**src/core/spc_map.vh**
```
/*
  Constants for the serial port configuration register bank:
  register addresses, field positions, reset values and bus widths.
  Assumes it is included by bare name from the design files in core/.
*/
// Overview of operation
// - default: one shared data pin, output pin floats
// - select set: reads drive separate output pin
// - order clear: msb first, address decrements
// - order set: lsb first, address increments
// - i2c mode ignores upper two config bits
// - spi soft reset, clears next serial clock
// - i2c soft reset, clears next scl cycle
// - readback select picks buffer or active bank
`ifndef SPC_MAP_VH
`define SPC_MAP_VH

////////////////////////////////////////////////////////////////////////////////
// register addresses
`define SPC_ADDR_W 12
`define SPC_ADDR_CFG 12'h000
`define SPC_ADDR_RBSEL 12'h004
`define SPC_ADDR_ONE 12'h001

////////////////////////////////////////////////////////////////////////////////
// serial port configuration fields
`define SPC_CFG_SDO_SEL 7
`define SPC_CFG_LSB_FIRST 6
`define SPC_CFG_SOFT_RST 5
`define SPC_CFG_SOFT_RST_MIR 2
`define SPC_CFG_LSB_FIRST_MIR 1
`define SPC_CFG_SDO_SEL_MIR 0
`define SPC_CFG_RESET 8'h00

////////////////////////////////////////////////////////////////////////////////
// readback bank select fields
`define SPC_RBSEL_ACTIVE 0
`define SPC_RBSEL_RESET 8'h00

////////////////////////////////////////////////////////////////////////////////
// data width
`define SPC_DATA_W 8
`define SPC_ZERO_BYTE 8'h00

`endif

```
**src/core/spc_regs.v**
```verilog
/*
  Serial port configuration register bank of a clock generator.
  Holds data pin arrangement, bit order and address direction, the
  self-clearing soft reset and the readback bank select.
  A soft reset write takes none of the other bits of its byte. The clear
  waits for the next serial clock tick, so a stalled serial clock leaves
  the soft reset bit standing. Upper bits stored in spi mode are kept, unless
  a soft reset clears them, but act and read back as zero, while the port is in i2c mode.
  Assumes a serial protocol engine (spi or i2c) decodes frames and presents
  byte-wide register accesses synchronous to i_clk, plus a one-cycle tick
  for each serial clock cycle of the port in use.
*/
`timescale 1ns/1ns
`include "spc_map.vh"

module spc_regs #(
  parameter ADDR_W = `SPC_ADDR_W,
  parameter DATA_W = `SPC_DATA_W
) (
  // clock and reset
  input wire i_clk,
  input wire i_rst,
  // port mode
  input wire i_i2c_mode,
  input wire i_sclk_tick,
  // register write
  input wire i_wr_en,
  input wire [ADDR_W-1:0] i_addr,
  input wire [DATA_W-1:0] i_wdata,
  // register read
  input wire i_rd_en,
  input wire i_own_reg,
  input wire [DATA_W-1:0] i_buf_rdata,
  input wire [DATA_W-1:0] i_act_rdata,
  output reg [DATA_W-1:0] o_rdata,
  output reg o_rvalid,
  // multi-byte address stepping
  output reg [ADDR_W-1:0] o_next_addr,
  // serial write bit capture
  input wire i_rx_bit_valid,
  input wire i_rx_bit,
  output reg [DATA_W-1:0] o_rx_byte,
  // read data serialiser
  input wire i_tx_load,
  input wire [DATA_W-1:0] i_tx_byte,
  input wire i_tx_shift,
  input wire i_read_phase,
  // configuration out
  output reg o_soft_reset,
  output reg o_readback_active,
  output reg o_lsb_first,
  output reg o_separate_output_pin_select,
  // data pins
  output wire o_sdio_o,
  output wire o_sdio_oe,
  output wire o_sdo_o,
  output wire o_sdo_oe
);

  reg sdo_sel_reg;
  reg lsb_first_reg;
  reg soft_rst_reg;
  reg rb_active_reg;
  reg sr_pending_reg;
  reg [DATA_W-1:0] cfg_view;
  reg [DATA_W-1:0] rd_next;
  wire wr_cfg;
  wire wr_rbsel;
  wire soft_wr;
  wire eff_lsb_first;
  wire eff_sdo_sel;

  // decode
  assign wr_cfg = i_wr_en & (i_addr == `SPC_ADDR_CFG);
  assign wr_rbsel = i_wr_en & (i_addr == `SPC_ADDR_RBSEL);
  assign soft_wr = wr_cfg & i_wdata[`SPC_CFG_SOFT_RST];

  // i2c mode disregards the upper two configuration bits
  assign eff_lsb_first = lsb_first_reg & ~i_i2c_mode;
  assign eff_sdo_sel = sdo_sel_reg & ~i_i2c_mode;

  ////////////////////////////////////////////////////////////////////////////
  // data pin select and bit order fields, back to defaults on soft reset
  always @(posedge i_clk or posedge i_rst) begin
    if (i_rst) begin
      sdo_sel_reg <= 1'b0;
      lsb_first_reg <= 1'b0;
    end else if (wr_cfg) begin
      if (i_wdata[`SPC_CFG_SOFT_RST]) begin
        // other bits of a soft reset byte are not taken
        sdo_sel_reg <= 1'b0;
        lsb_first_reg <= 1'b0;
      end else if (!i_i2c_mode) begin
        sdo_sel_reg <= i_wdata[`SPC_CFG_SDO_SEL];
        lsb_first_reg <= i_wdata[`SPC_CFG_LSB_FIRST];
      end
    end
  end

  // soft reset bit, self-clearing on the first serial clock tick after it
  always @(posedge i_clk or posedge i_rst) begin
    if (i_rst) begin
      soft_rst_reg <= 1'b0;
      sr_pending_reg <= 1'b0;
    end else if (soft_wr) begin
      // a new write wins over a clear arriving in the same cycle
      soft_rst_reg <= 1'b1;
      sr_pending_reg <= 1'b1;
    end else if (sr_pending_reg && i_sclk_tick) begin
      // other register writes never hold the clear back
      soft_rst_reg <= 1'b0;
      sr_pending_reg <= 1'b0;
    end
  end

  // readback bank select, back to the buffer bank on soft reset
  always @(posedge i_clk or posedge i_rst) begin
    if (i_rst) begin
      rb_active_reg <= 1'b0;
    end else if (soft_wr) begin
      rb_active_reg <= 1'b0;
    end else if (wr_rbsel) begin
      rb_active_reg <= i_wdata[`SPC_RBSEL_ACTIVE];
    end
  end

  ////////////////////////////////////////////////////////////////////////////
  // configuration readback view, mirrored and with unused bits zero
  always @* begin
    cfg_view = `SPC_ZERO_BYTE;
    cfg_view[`SPC_CFG_SOFT_RST] = soft_rst_reg;
    cfg_view[`SPC_CFG_SOFT_RST_MIR] = soft_rst_reg;
    cfg_view[`SPC_CFG_LSB_FIRST] = eff_lsb_first;
    cfg_view[`SPC_CFG_LSB_FIRST_MIR] = eff_lsb_first;
    cfg_view[`SPC_CFG_SDO_SEL] = eff_sdo_sel;
    cfg_view[`SPC_CFG_SDO_SEL_MIR] = eff_sdo_sel;
  end

  // read source select
  always @* begin
    if (i_own_reg && i_addr == `SPC_ADDR_CFG) begin
      rd_next = cfg_view;
    end else if (i_own_reg && i_addr == `SPC_ADDR_RBSEL) begin
      rd_next = {{(DATA_W-1){1'b0}}, rb_active_reg};
    end else if (rb_active_reg) begin
      rd_next = i_act_rdata;
    end else begin
      rd_next = i_buf_rdata;
    end
  end

  ////////////////////////////////////////////////////////////////////////////
  // read answer, one cycle after the request
  always @(posedge i_clk or posedge i_rst) begin
    if (i_rst) begin
      o_rdata <= `SPC_ZERO_BYTE;
      o_rvalid <= 1'b0;
    end else begin
      o_rvalid <= i_rd_en;
      if (i_rd_en) begin
        o_rdata <= rd_next;
      end
    end
  end

  // address of the next byte in a multi-byte transfer
  always @(posedge i_clk or posedge i_rst) begin
    if (i_rst) begin
      o_next_addr <= {ADDR_W{1'b0}};
    end else if (eff_lsb_first) begin
      o_next_addr <= i_addr + `SPC_ADDR_ONE;
    end else begin
      o_next_addr <= i_addr - `SPC_ADDR_ONE;
    end
  end

  // write bits gathered into a byte in the selected bit order
  always @(posedge i_clk or posedge i_rst) begin
    if (i_rst) begin
      o_rx_byte <= `SPC_ZERO_BYTE;
    end else if (i_rx_bit_valid) begin
      if (eff_lsb_first) begin
        o_rx_byte <= {i_rx_bit, o_rx_byte[DATA_W-1:1]};
      end else begin
        o_rx_byte <= {o_rx_byte[DATA_W-2:0], i_rx_bit};
      end
    end
  end

  // effective configuration, registered for the rest of the device
  always @(posedge i_clk or posedge i_rst) begin
    if (i_rst) begin
      o_soft_reset <= 1'b0;
      o_readback_active <= 1'b0;
      o_lsb_first <= 1'b0;
      o_separate_output_pin_select <= 1'b0;
    end else begin
      o_soft_reset <= soft_rst_reg;
      o_readback_active <= rb_active_reg;
      o_lsb_first <= eff_lsb_first;
      o_separate_output_pin_select <= eff_sdo_sel;
    end
  end

  ////////////////////////////////////////////////////////////////////////////
  // data pin steering
  spc_pin_steer #(
    .DATA_W(DATA_W)
  ) u_pin_steer (
    .i_clk(i_clk),
    .i_rst(i_rst),
    .i_load(i_tx_load),
    .i_byte(i_tx_byte),
    .i_shift(i_tx_shift),
    .i_read_phase(i_read_phase),
    .i_lsb_first(eff_lsb_first),
    .i_sdo_sel(eff_sdo_sel),
    .o_sdio_o(o_sdio_o),
    .o_sdio_oe(o_sdio_oe),
    .o_sdo_o(o_sdo_o),
    .o_sdo_oe(o_sdo_oe)
  );

endmodule // spc_regs

```
**src/core/spc_pin_steer.v**
```verilog
/*
  Read data serialiser and data pin steering.
  Assumes the protocol engine loads one read byte, then shifts it one bit per
  serial clock tick while the read phase is flagged.
*/
`timescale 1ns/1ns
`include "spc_map.vh"

module spc_pin_steer #(
  parameter DATA_W = `SPC_DATA_W
) (
  // clock and reset
  input wire i_clk,
  input wire i_rst,
  // read byte source
  input wire i_load,
  input wire [DATA_W-1:0] i_byte,
  input wire i_shift,
  input wire i_read_phase,
  // configuration
  input wire i_lsb_first,
  input wire i_sdo_sel,
  // data pins
  output reg o_sdio_o,
  output reg o_sdio_oe,
  output reg o_sdo_o,
  output reg o_sdo_oe
);

  reg [DATA_W-1:0] shift_reg;
  wire cur_bit;

  // outgoing bit taken from the end that matches the bit order
  assign cur_bit = i_lsb_first ? shift_reg[0] : shift_reg[DATA_W-1];

  ////////////////////////////////////////////////////////////////////////////
  // read byte shifter
  always @(posedge i_clk or posedge i_rst) begin
    if (i_rst) begin
      shift_reg <= {DATA_W{1'b0}};
    end else if (i_load) begin
      shift_reg <= i_byte;
    end else if (i_shift) begin
      if (i_lsb_first) begin
        shift_reg <= {1'b0, shift_reg[DATA_W-1:1]};
      end else begin
        shift_reg <= {shift_reg[DATA_W-2:0], 1'b0};
      end
    end
  end

  ////////////////////////////////////////////////////////////////////////////
  // pin drivers, one cycle behind the shifter
  always @(posedge i_clk or posedge i_rst) begin
    if (i_rst) begin
      o_sdio_o <= 1'b0;
      o_sdio_oe <= 1'b0;
      o_sdo_o <= 1'b0;
      o_sdo_oe <= 1'b0;
    end else begin
      o_sdio_o <= cur_bit;
      o_sdo_o <= cur_bit;
      o_sdio_oe <= i_read_phase & ~i_sdo_sel;
      o_sdo_oe <= i_read_phase & i_sdo_sel;
    end
  end

endmodule // spc_pin_steer

```
**config.mk**
```make
export PLATFORM = sky130hd
export DESIGN_NAME = spc_regs
export DESIGN_NICKNAME = d
export VERILOG_FILES = /design/src/core/spc_regs.v /design/src/core/spc_pin_steer.v
export VERILOG_INCLUDE_DIRS = /design/src /design/src/core
export SDC_FILE = /design/constraint.sdc
export NUM_CORES = 1
export LEC_CHECK = 0
export BUFFER_PORTS_ARGS = -buffer_cell sky130_fd_sc_hd__buf_2
export CAP_MARGIN = 20
export CORE_MARGIN = 2
export CORE_UTILIZATION = 49
export DETAILED_ROUTE_END_ITERATION = 8
export PLACE_DENSITY_LB_ADDON = 0.1
export SLEW_MARGIN = 10
export SYNTH_ARGS = -nofsm -noshare
export SYNTH_HDL_FRONTEND = slang
export SYNTH_HIERARCHICAL = 1
export SYNTH_SLANG_ARGS = --single-unit
```
**constraint.sdc**
```tcl
create_clock -name i_clk -period 2.9 [get_ports i_clk]
set_input_delay 0.29 -clock i_clk [delete_from_list [all_inputs] [get_ports i_clk]]
set_output_delay 0.29 -clock i_clk [all_outputs]
set_load 0.005 [all_outputs]
```
==> results by group, run 1 <==
Floorplan
  • Number of I/O pins: 93
  • Row count: 26
  • Die area: 0.00581 mm^2
  • Total core area: 0.00507 mm^2
  • Die height: 76.2 um
  • Initial Util: 50.4%
  • Die Wd: 76.2 um

Hold path
  • Hold Path Class: input port to flop
  • Hold_sp: i_sclk_tick
  • Hold path cells: 2

Setup path
  • Critical path depth in cells: 7
  • R2r worst-path depth: 7
  • CP max stage delay: 540 ps
  • R2R setup slack: 640 ps
  • Slowest stage cell, crit path: fa_1
  • Critical Path AT: 2440 ps
  • Crit path from: lsb_first_reg
  • Worst path most repeated cell: a21oi_1
  • Crit-path cells: nand2_1 -> fa_1 -> a21oi_1 -> nor2_1 -> nor3_1 -> a21oi_1 -> xor2_1
  • Worst setup SP type: flop
  • WP buf/inv: 0
  • CP max FO: 14
  • Largest delay share family, worst path: simple AND/OR/NAND/NOR gates
  • Crit Path Class: flop to flop
  • CP required: 3080 ps
  • Reg2reg start: lsb_first_reg
  • Worst setup EP type: flop

Route
  • Met2 wire len: 2370 um
  • Max layer used: met4
  • Antenna-violating nets left: 0
  • 1st-iter DRT viols: 67
  • Avg WL per Cell: 12.8 um
  • Detailed Route WL: 5040 um
  • Met1 WL: 2430 um
  • Via Count: 1,956
  • Detail Route met3 WL: 192 um
  • DRC Markers: 0
  • Initial DRT Pass Iterations: 4
  • Vias per Instance: 4.98

Clock tree
  • Cts repair resizes: 0
  • Clock Tree Root: clkbuf_8
  • H-tree levels: 2
  • Worst-path clk slew: 90 ps
  • Clock Sinks: 48
  • CTS buffer count: 5
  • Worst skew pair latency: 290 ps
  • Clock Path Buffers: 2
  • CTS tree: yes

Timing
  • Setup TNS: 0 ps
  • RSZ-0062 raised after global routing: no
  • Fin crit period: 2260 ps
  • Fin. Hold Viols: 0
  • Worst-margin pin slew: 540 ps
  • Fin crit share: 77.8%
  • Clock skew: 11.8 ps
  • Max-slew violations: 0
  • Final setup viols: 0
  • Fmax: 0.443 GHz
  • Hold Slack: 178 ps
  • Slew margin rel.: 63.9%

Placed design
  • Area of placed instances: 0.00305 mm^2
  • DP HPWL: 3810 um
  • Port bufs: 88
  • Placed Cells: 385
  • Final GP Congestion: 0.768

Pwr
  • Worst IR Drop VDD: 200 uV
  • Static power due to leakage: 1.52 nW
  • Cell Pwr Density: 443 mW/mm^2

Global route
  • Gr ovfl total: 0
  • Initial antenna violation count: 0
  • Number of global-route vias before repair: 1,823
  • All-Layer GR Usage: 18.3%
  • First-pass GRT wire length: 8590 um
  • Largest net degree at the start of global routing: 38

Synth
  • Mapped Nets: 300
  • Synth async-reset ratio: 100%
  • Netlist Area Pre-Place: 0.00256 mm^2
  • Top post-synthesis cells by count: dfrtp_1 (48), a21oi_1 (21), mux2i_1 (20), nor2_1 (20), nand2_1 (13)
  • Distinct cell type count after synthesis: 49
  • FF+latch count, synth: 48
  • Post-synthesis sequential area ratio: 47.0%
  • Synth warn: 6
  • Share of Yosys cell area claimed by the top area cell type: 47.0%
  • EDFF count, synth: 0
  • Top post-synthesis cells by area: dfrtp_1 (47%), mux2i_1 (7.8%), ha_1 (4.9%)
  • Syn_area_per_cell: 11.0 um^2
  • Post-synth top area cell: dfrtp_1
  • Synth Instances: 233
  • Dominant synthesized flop cell: dfrtp_1
  • Most common cell in the synthesized netlist: dfrtp_1

Cells and area
  • Final non-filler cell total: 393
  • Post-route cell area: 0.00314 mm^2
  • Largest reg by FF count: o_next_addr
  • Layout Nets: 390
  • Max reg flops: 12
  • # diodes: 0
  • Share of post-route cells with drive strength above 1: 35.3%
  • Area growth syn-to-layout: 22.6%

Run
  • Max Cap Viol: 0

Outcome
  • Status: finished clean
==> per-layer routing <==
metal | track usage (%) | vias to the layer above
met4 | 5.45 | 0
li1 | - | 1008
met1 | 26.1 | 905
met3 | 3.32 | 4
met5 | 0 | -
met2 | 28.8 | 39
==> layout make-up <==
cell class / instances / area [um^2]
clock buffer: 6 / 72.6
inverter: 11 / 41.3
multi-input combinational: 166 / 1260
timing repair buffer: 91 / 465
sequential: 48 / 1200
tap: 70 / 87.6
fill: 488 / 1940
clock inverter: 1 / 5.00
==> through the flow <==
stage	util (%)	power, mW	worst slack [ps]
after global routing	61.8	1.47	422
after detailed placement	60.1	1.04	491
after global placement	60.1	1.03	500
after floorplan	-	0.916	873
final	61.8	1.39	645
after CTS	61.8	1.40	628
==> path summary, 6_finish.rpt <==
path	endpoint
setup / recovery	o_next_addr[8]
hold / removal	sr_pending_reg
setup reg to reg	o_next_addr[8]
hold reg to reg	o_soft_reset
max in group asynchronous	sdo_sel_reg
min in group asynchronous	u_pin_steer/shift_reg[4]
==> cells by family (layout without fill, tap and decap cells) <==
group                    count (synthesis)  after routing  share of synthesized area (%)
AND/OR/NAND/NOR                         67             67                           15.8
AO/OA/AOI/OAI                           52             52                           13.9
flip-flops                              48             48                           47.0
multiplexers                            25             25                           10.2
buffers and inverters                   19            109                           3.67
adder cells (fa/ha/maj)                 11             11                           5.68
XOR/XNOR                                11             11                           3.77
==> what timing repair did <==
item                                   4_1_cts  5_1_grt
hold buffers                                 1        0
setup buffers                                0        0
endpoints found under the hold margin        2        0
==> power by group <==
part           leakage, nW  total, mW  internal, mW  switching (mW)
clock network       0.0410      0.369         0.164           0.205
logic                0.900      0.258         0.130           0.128
registers            0.575      0.762         0.727          0.0348
total                 1.52       1.39          1.02           0.367
==> cells in the final DEF, fill, tap and decap left out, types with 4 or more instances in the layout <==
cell / netlist / routed
nand3_1: 5 / 5
o21ai_0: 8 / 8
nand2_1: 13 / 13
or3b_1: 6 / 6
nor2_1: 20 / 20
inv_1: 11 / 11
buf_2: 3 / 88
mux2i_1: 20 / 20
ha_1: 10 / 10
nor2b_1: 7 / 7
xnor2_1: 8 / 8
o211ai_2: 5 / 5
mux2_2: 4 / 4
clkbuf_8: 0 / 5
a21oi_1: 21 / 21
dfrtp_1: 48 / 48
==> worst register-to-register path: stages (launching register included) <==
cell and delay, ps:
dfrtp_1 350, nand2_1 340, fa_1 550, a21oi_1 190, nor2_1 80, nor3_1 340, a21oi_1 140, xor2_1 150
Note: power is estimated with default switching activity, not from simulation.
==> run 2: changes to the inputs <==
ABC_AREA = 1   (was default)
CORE_UTILIZATION = 50   (was 49)
clock period = 2.24 ns   (was 2.9 ns; I/O delays follow)
==> results by group, run 2 <==
Global route
  • Initial antenna violation count: 0 (unchanged)
  • Largest net degree at the start of global routing: 28 (-26%)
  • Number of global-route vias before repair: 2,277 (+25%)
  • Gr ovfl total: 0 (unchanged)
  • All-Layer GR Usage: 20.8% (+2.5 points)
  • First-pass GRT wire length: 10,000 um (+17%)

Floorplan
  • Row count: 26 (unchanged)
  • Die height: 77.8 um (+2.1%)
  • Total core area: 0.00517 mm^2 (+1.9%)
  • Initial Util: 52.7% (+2.3 points)
  • Number of I/O pins: 93 (unchanged)
  • Die area: 0.00606 mm^2 (+4.2%)
  • Die Wd: 77.8 um (+2.1%)

Route
  • 1st-iter DRT viols: 91 (+36%)
  • Detailed Route WL: 5970 um (+18%)
  • Antenna-violating nets left: 0 (unchanged)
  • Vias per Instance: 4.88 (-2.0%)
  • Avg WL per Cell: 11.8 um (-8.3%)
  • Initial DRT Pass Iterations: 4 (unchanged)
  • DRC Markers: 0 (unchanged)
  • Via Count: 2,472 (+26%)

Pwr
  • Worst IR Drop VDD: 308 uV (+54%)
  • Sw frac: 27.1% (+0.65 points)
  • Power share of the clock group: 32.0% (+5.4 points)
  • Static power due to leakage: 1.89 nW (+24%)
  • P_int: 1.43 mW (+40%)
  • Register share of total power: 50.4% (-4.5 points)
  • Total power: 1.96 mW (+41%)
  • Cell Pwr Density: 582 mW/mm^2 (+32%)
  • Comb pwr share: 17.6% (-1.0 points)
  • P_sw: 0.531 mW (+44%)

Setup path
  • Slowest stage cell, crit path: dfrtp_1
  • R2r worst-path depth: 8 (+1)
  • Reg2reg start: lsb_first_reg
  • Crit Path Class: flop to flop
  • R2R setup slack: 280 ps (-370 ps)
  • CP max stage delay: 380 ps (-160 ps)
  • Crit-path cells: nand2_1 -> ha_1 -> a21oi_1 -> nor2_1 -> o21ai_0 -> nand3_1 -> nand2_1 -> nand2_1
  • Worst path most repeated cell: nand2_1
  • Critical Path AT: 2160 ps (-280 ps)
  • CP required: 2440 ps (-640 ps)
  • Worst setup EP type: flop
  • Worst setup SP type: flop
  • R2r endpoint: o_next_addr[10]
  • CP max FO: 12 (-2)

Synth
  • Synth warn: 6 (unchanged)
  • FF+latch count, synth: 48 (unchanged)
  • Share of Yosys cell area claimed by the top area cell type: 44.1% (-2.9 points)
  • Distinct cell type count after synthesis: 36 (-27%)
  • Post-synth top area cell: dfrtp_1
  • Most common cell in the synthesized netlist: nand2_1
  • Post-synthesis sequential area ratio: 44.1% (-2.9 points)
  • Synth async-reset ratio: 100% (unchanged)
  • Top post-synthesis cells by count: nand2_1 (98), dfrtp_1 (48), inv_1 (44), nor2_1 (38), a21oi_1 (17)
  • Syn_area_per_cell: 7.90 um^2 (-28%)
  • EDFF count, synth: 0 (unchanged)
  • Netlist Area Pre-Place: 0.00273 mm^2 (+6.6%)
  • Synth Instances: 345 (+48%)
  • Mapped Nets: 412 (+37%)
  • Dominant synthesized flop cell: dfrtp_1
  • Top post-synthesis cells by area: dfrtp_1 (44%), nand2_1 (13%), inv_1 (6.1%)

Timing
  • Fin crit period: 1960 ps (-292 ps)
  • RSZ-0062 raised after global routing: no
  • Final setup viols: 0 (unchanged)
  • Slew margin rel.: 67.2% (+3.2 points)
  • Clock skew: 6.76 ps (-5.03 ps)
  • Fin. Hold Viols: 0 (unchanged)
  • Setup TNS: 0 ps (unchanged)
  • Fin crit share: 87.6% (+9.9 points)
  • Worst-margin pin slew: 492 ps (-48.5 ps)
  • Fmax: 0.509 GHz (+15%)
  • Max-slew violations: 0 (unchanged)

Cells and area
  • Layout filler cell count: 487 (-0.20%)
  • Seq. cell area: 0.00120 mm^2 (unchanged)
  • Commonest cells after routing, fill and taps aside: nand2_1 (98), buf_2 (88), dfrtp_1 (48), inv_1 (44), nor2_1 (38)
  • Max reg flops: 12 (unchanged)
  • Largest reg by FF count: o_next_addr
  • Share of post-route cells with drive strength above 1: 26.5% (-8.7 points)
  • Layout Nets: 503 (+29%)
  • Area of the multi-input gates: 0.00129 mm^2 (+2.4%)
  • # diodes: 0 (unchanged)
  • Most common cell after layout, fill and taps aside: nand2_1
  • Area growth syn-to-layout: 23.3%

Hold path
  • Hold_sp: i_sclk_tick
  • Hold Path End: sr_pending_reg
  • Hold Path Class: input port to flop
  • Hold path cells: 2 (unchanged)

Clock tree
  • Cts repair resizes: 0 (unchanged)
  • Worst skew pair latency: 300 ps (about the same)
  • H-tree levels: 2 (unchanged)
  • CTS tree: yes
  • Clock Tree Root: clkbuf_8
  • Clock Sinks: 48 (unchanged)
  • Worst-path clk slew: 90 ps (about the same)
  • CTS buffer count: 5 (unchanged)
  • Clock Path Buffers: 2 (unchanged)

Run
  • Max Cap Viol: 0 (unchanged)

Placed design
  • DP HPWL: 4580 um (+20%)
  • Final GP Congestion: 0.854 (+11%)
  • Port bufs: 88 (unchanged)

Outcome
  • Status: finished clean
run 2: kinds of logic after synthesis:
kind of cell,synth area share [%]
and+or+nand+nor,28.4
buffers and inverters,8.49
muxes,1.47
AOI/OAI and AO/OA,9.32
DFF,44.1
adders and majority gates,5.33
xor gates and xnor gates,2.89
run 2: metrics by stage:
step	cell area [um^2]	setup slack [ps]	hold WS, ps	cells	utilization (%)
after detailed placement	3240	173	266	498	62.6
after global routing	3360	53.5	116	507	65.0
after CTS	3360	264	110	507	65.0
after global placement	3240	208	257	498	62.6
after floorplan	2730	454	76.4	345	-
final	3360	277	109	507	65.0
run 2: what timing repair did:
item / in CTS / in global routing
setup buffers: 0 / 0
hold endpoints to repair: 21 / 0
hold buffers: 1 / 0
run 2: worst max-delay path, delay by kind of cell, from the launching register on:
family | cells | cell delay [ps]
AOI/OAI and AO/OA | 2 | 420
DFF | 1 | 380
adders and majority gates | 1 | 380
and+or+nand+nor | 5 | 670
run 2: how the worst max path moves through the flow:
| stage | start | to | slack, ps | cells after the start |
|---|---|---|---|---|
| 3_5_place_dp | i_i2c_mode | o_next_addr[11] | 170 | 11 |
| 5_1_grt | lsb_first_reg | o_next_addr[11] | 50 | 10 |
| 3_3_place_gp | i_i2c_mode | o_next_addr[11] | 210 | 11 |
| 4_1_cts | lsb_first_reg | o_next_addr[11] | 260 | 9 |
| 2_1_floorplan | lsb_first_reg | o_next_addr[10] | 450 | 9 |
| 6_report | lsb_first_reg | o_next_addr[10] | 280 | 8 |
run 2: routing by layer:
layer | global-route usage (%) | part of all wire, % | routed length [um] | vias up
li1 | - | - | - | 1272
met1 | 27.2 | 44 | 2640 | 1127
met2 | 35.5 | 49 | 2930 | 66
met3 | 4.19 | 5.4 | 323 | 7
met4 | 4.82 | 1.2 | 70 | 0
met5 | 0 | 0 | 0 | -
run 2: area by class of cell:
| cell class | instances | share of cell area [%] |
|---|---|---|
| Clock inverter | 3 | 1.27 |
| Sequential cell | 48 | 35.7 |
| Timing Repair Buffer | 92 | 14.4 |
| Multi-Input combinational cell | 241 | 38.5 |
| Tap cell | 70 | 2.61 |
| Clock buffer | 5 | 2.05 |
| Inverter | 48 | 5.44 |
run 2: power by group through the flow:
stage | Clock [mW] | Sequential, mW | Combinational [mW]
6_report | 0.626 | 0.986 | 0.344
5_1_grt | 0.684 | 0.997 | 0.394
4_1_cts | 0.643 | 0.986 | 0.349
3_5_place_dp | 0 | 1.00 | 0.347
3_3_place_gp | 0 | 1.00 | 0.338
2_1_floorplan | 0 | 1.00 | 0.187
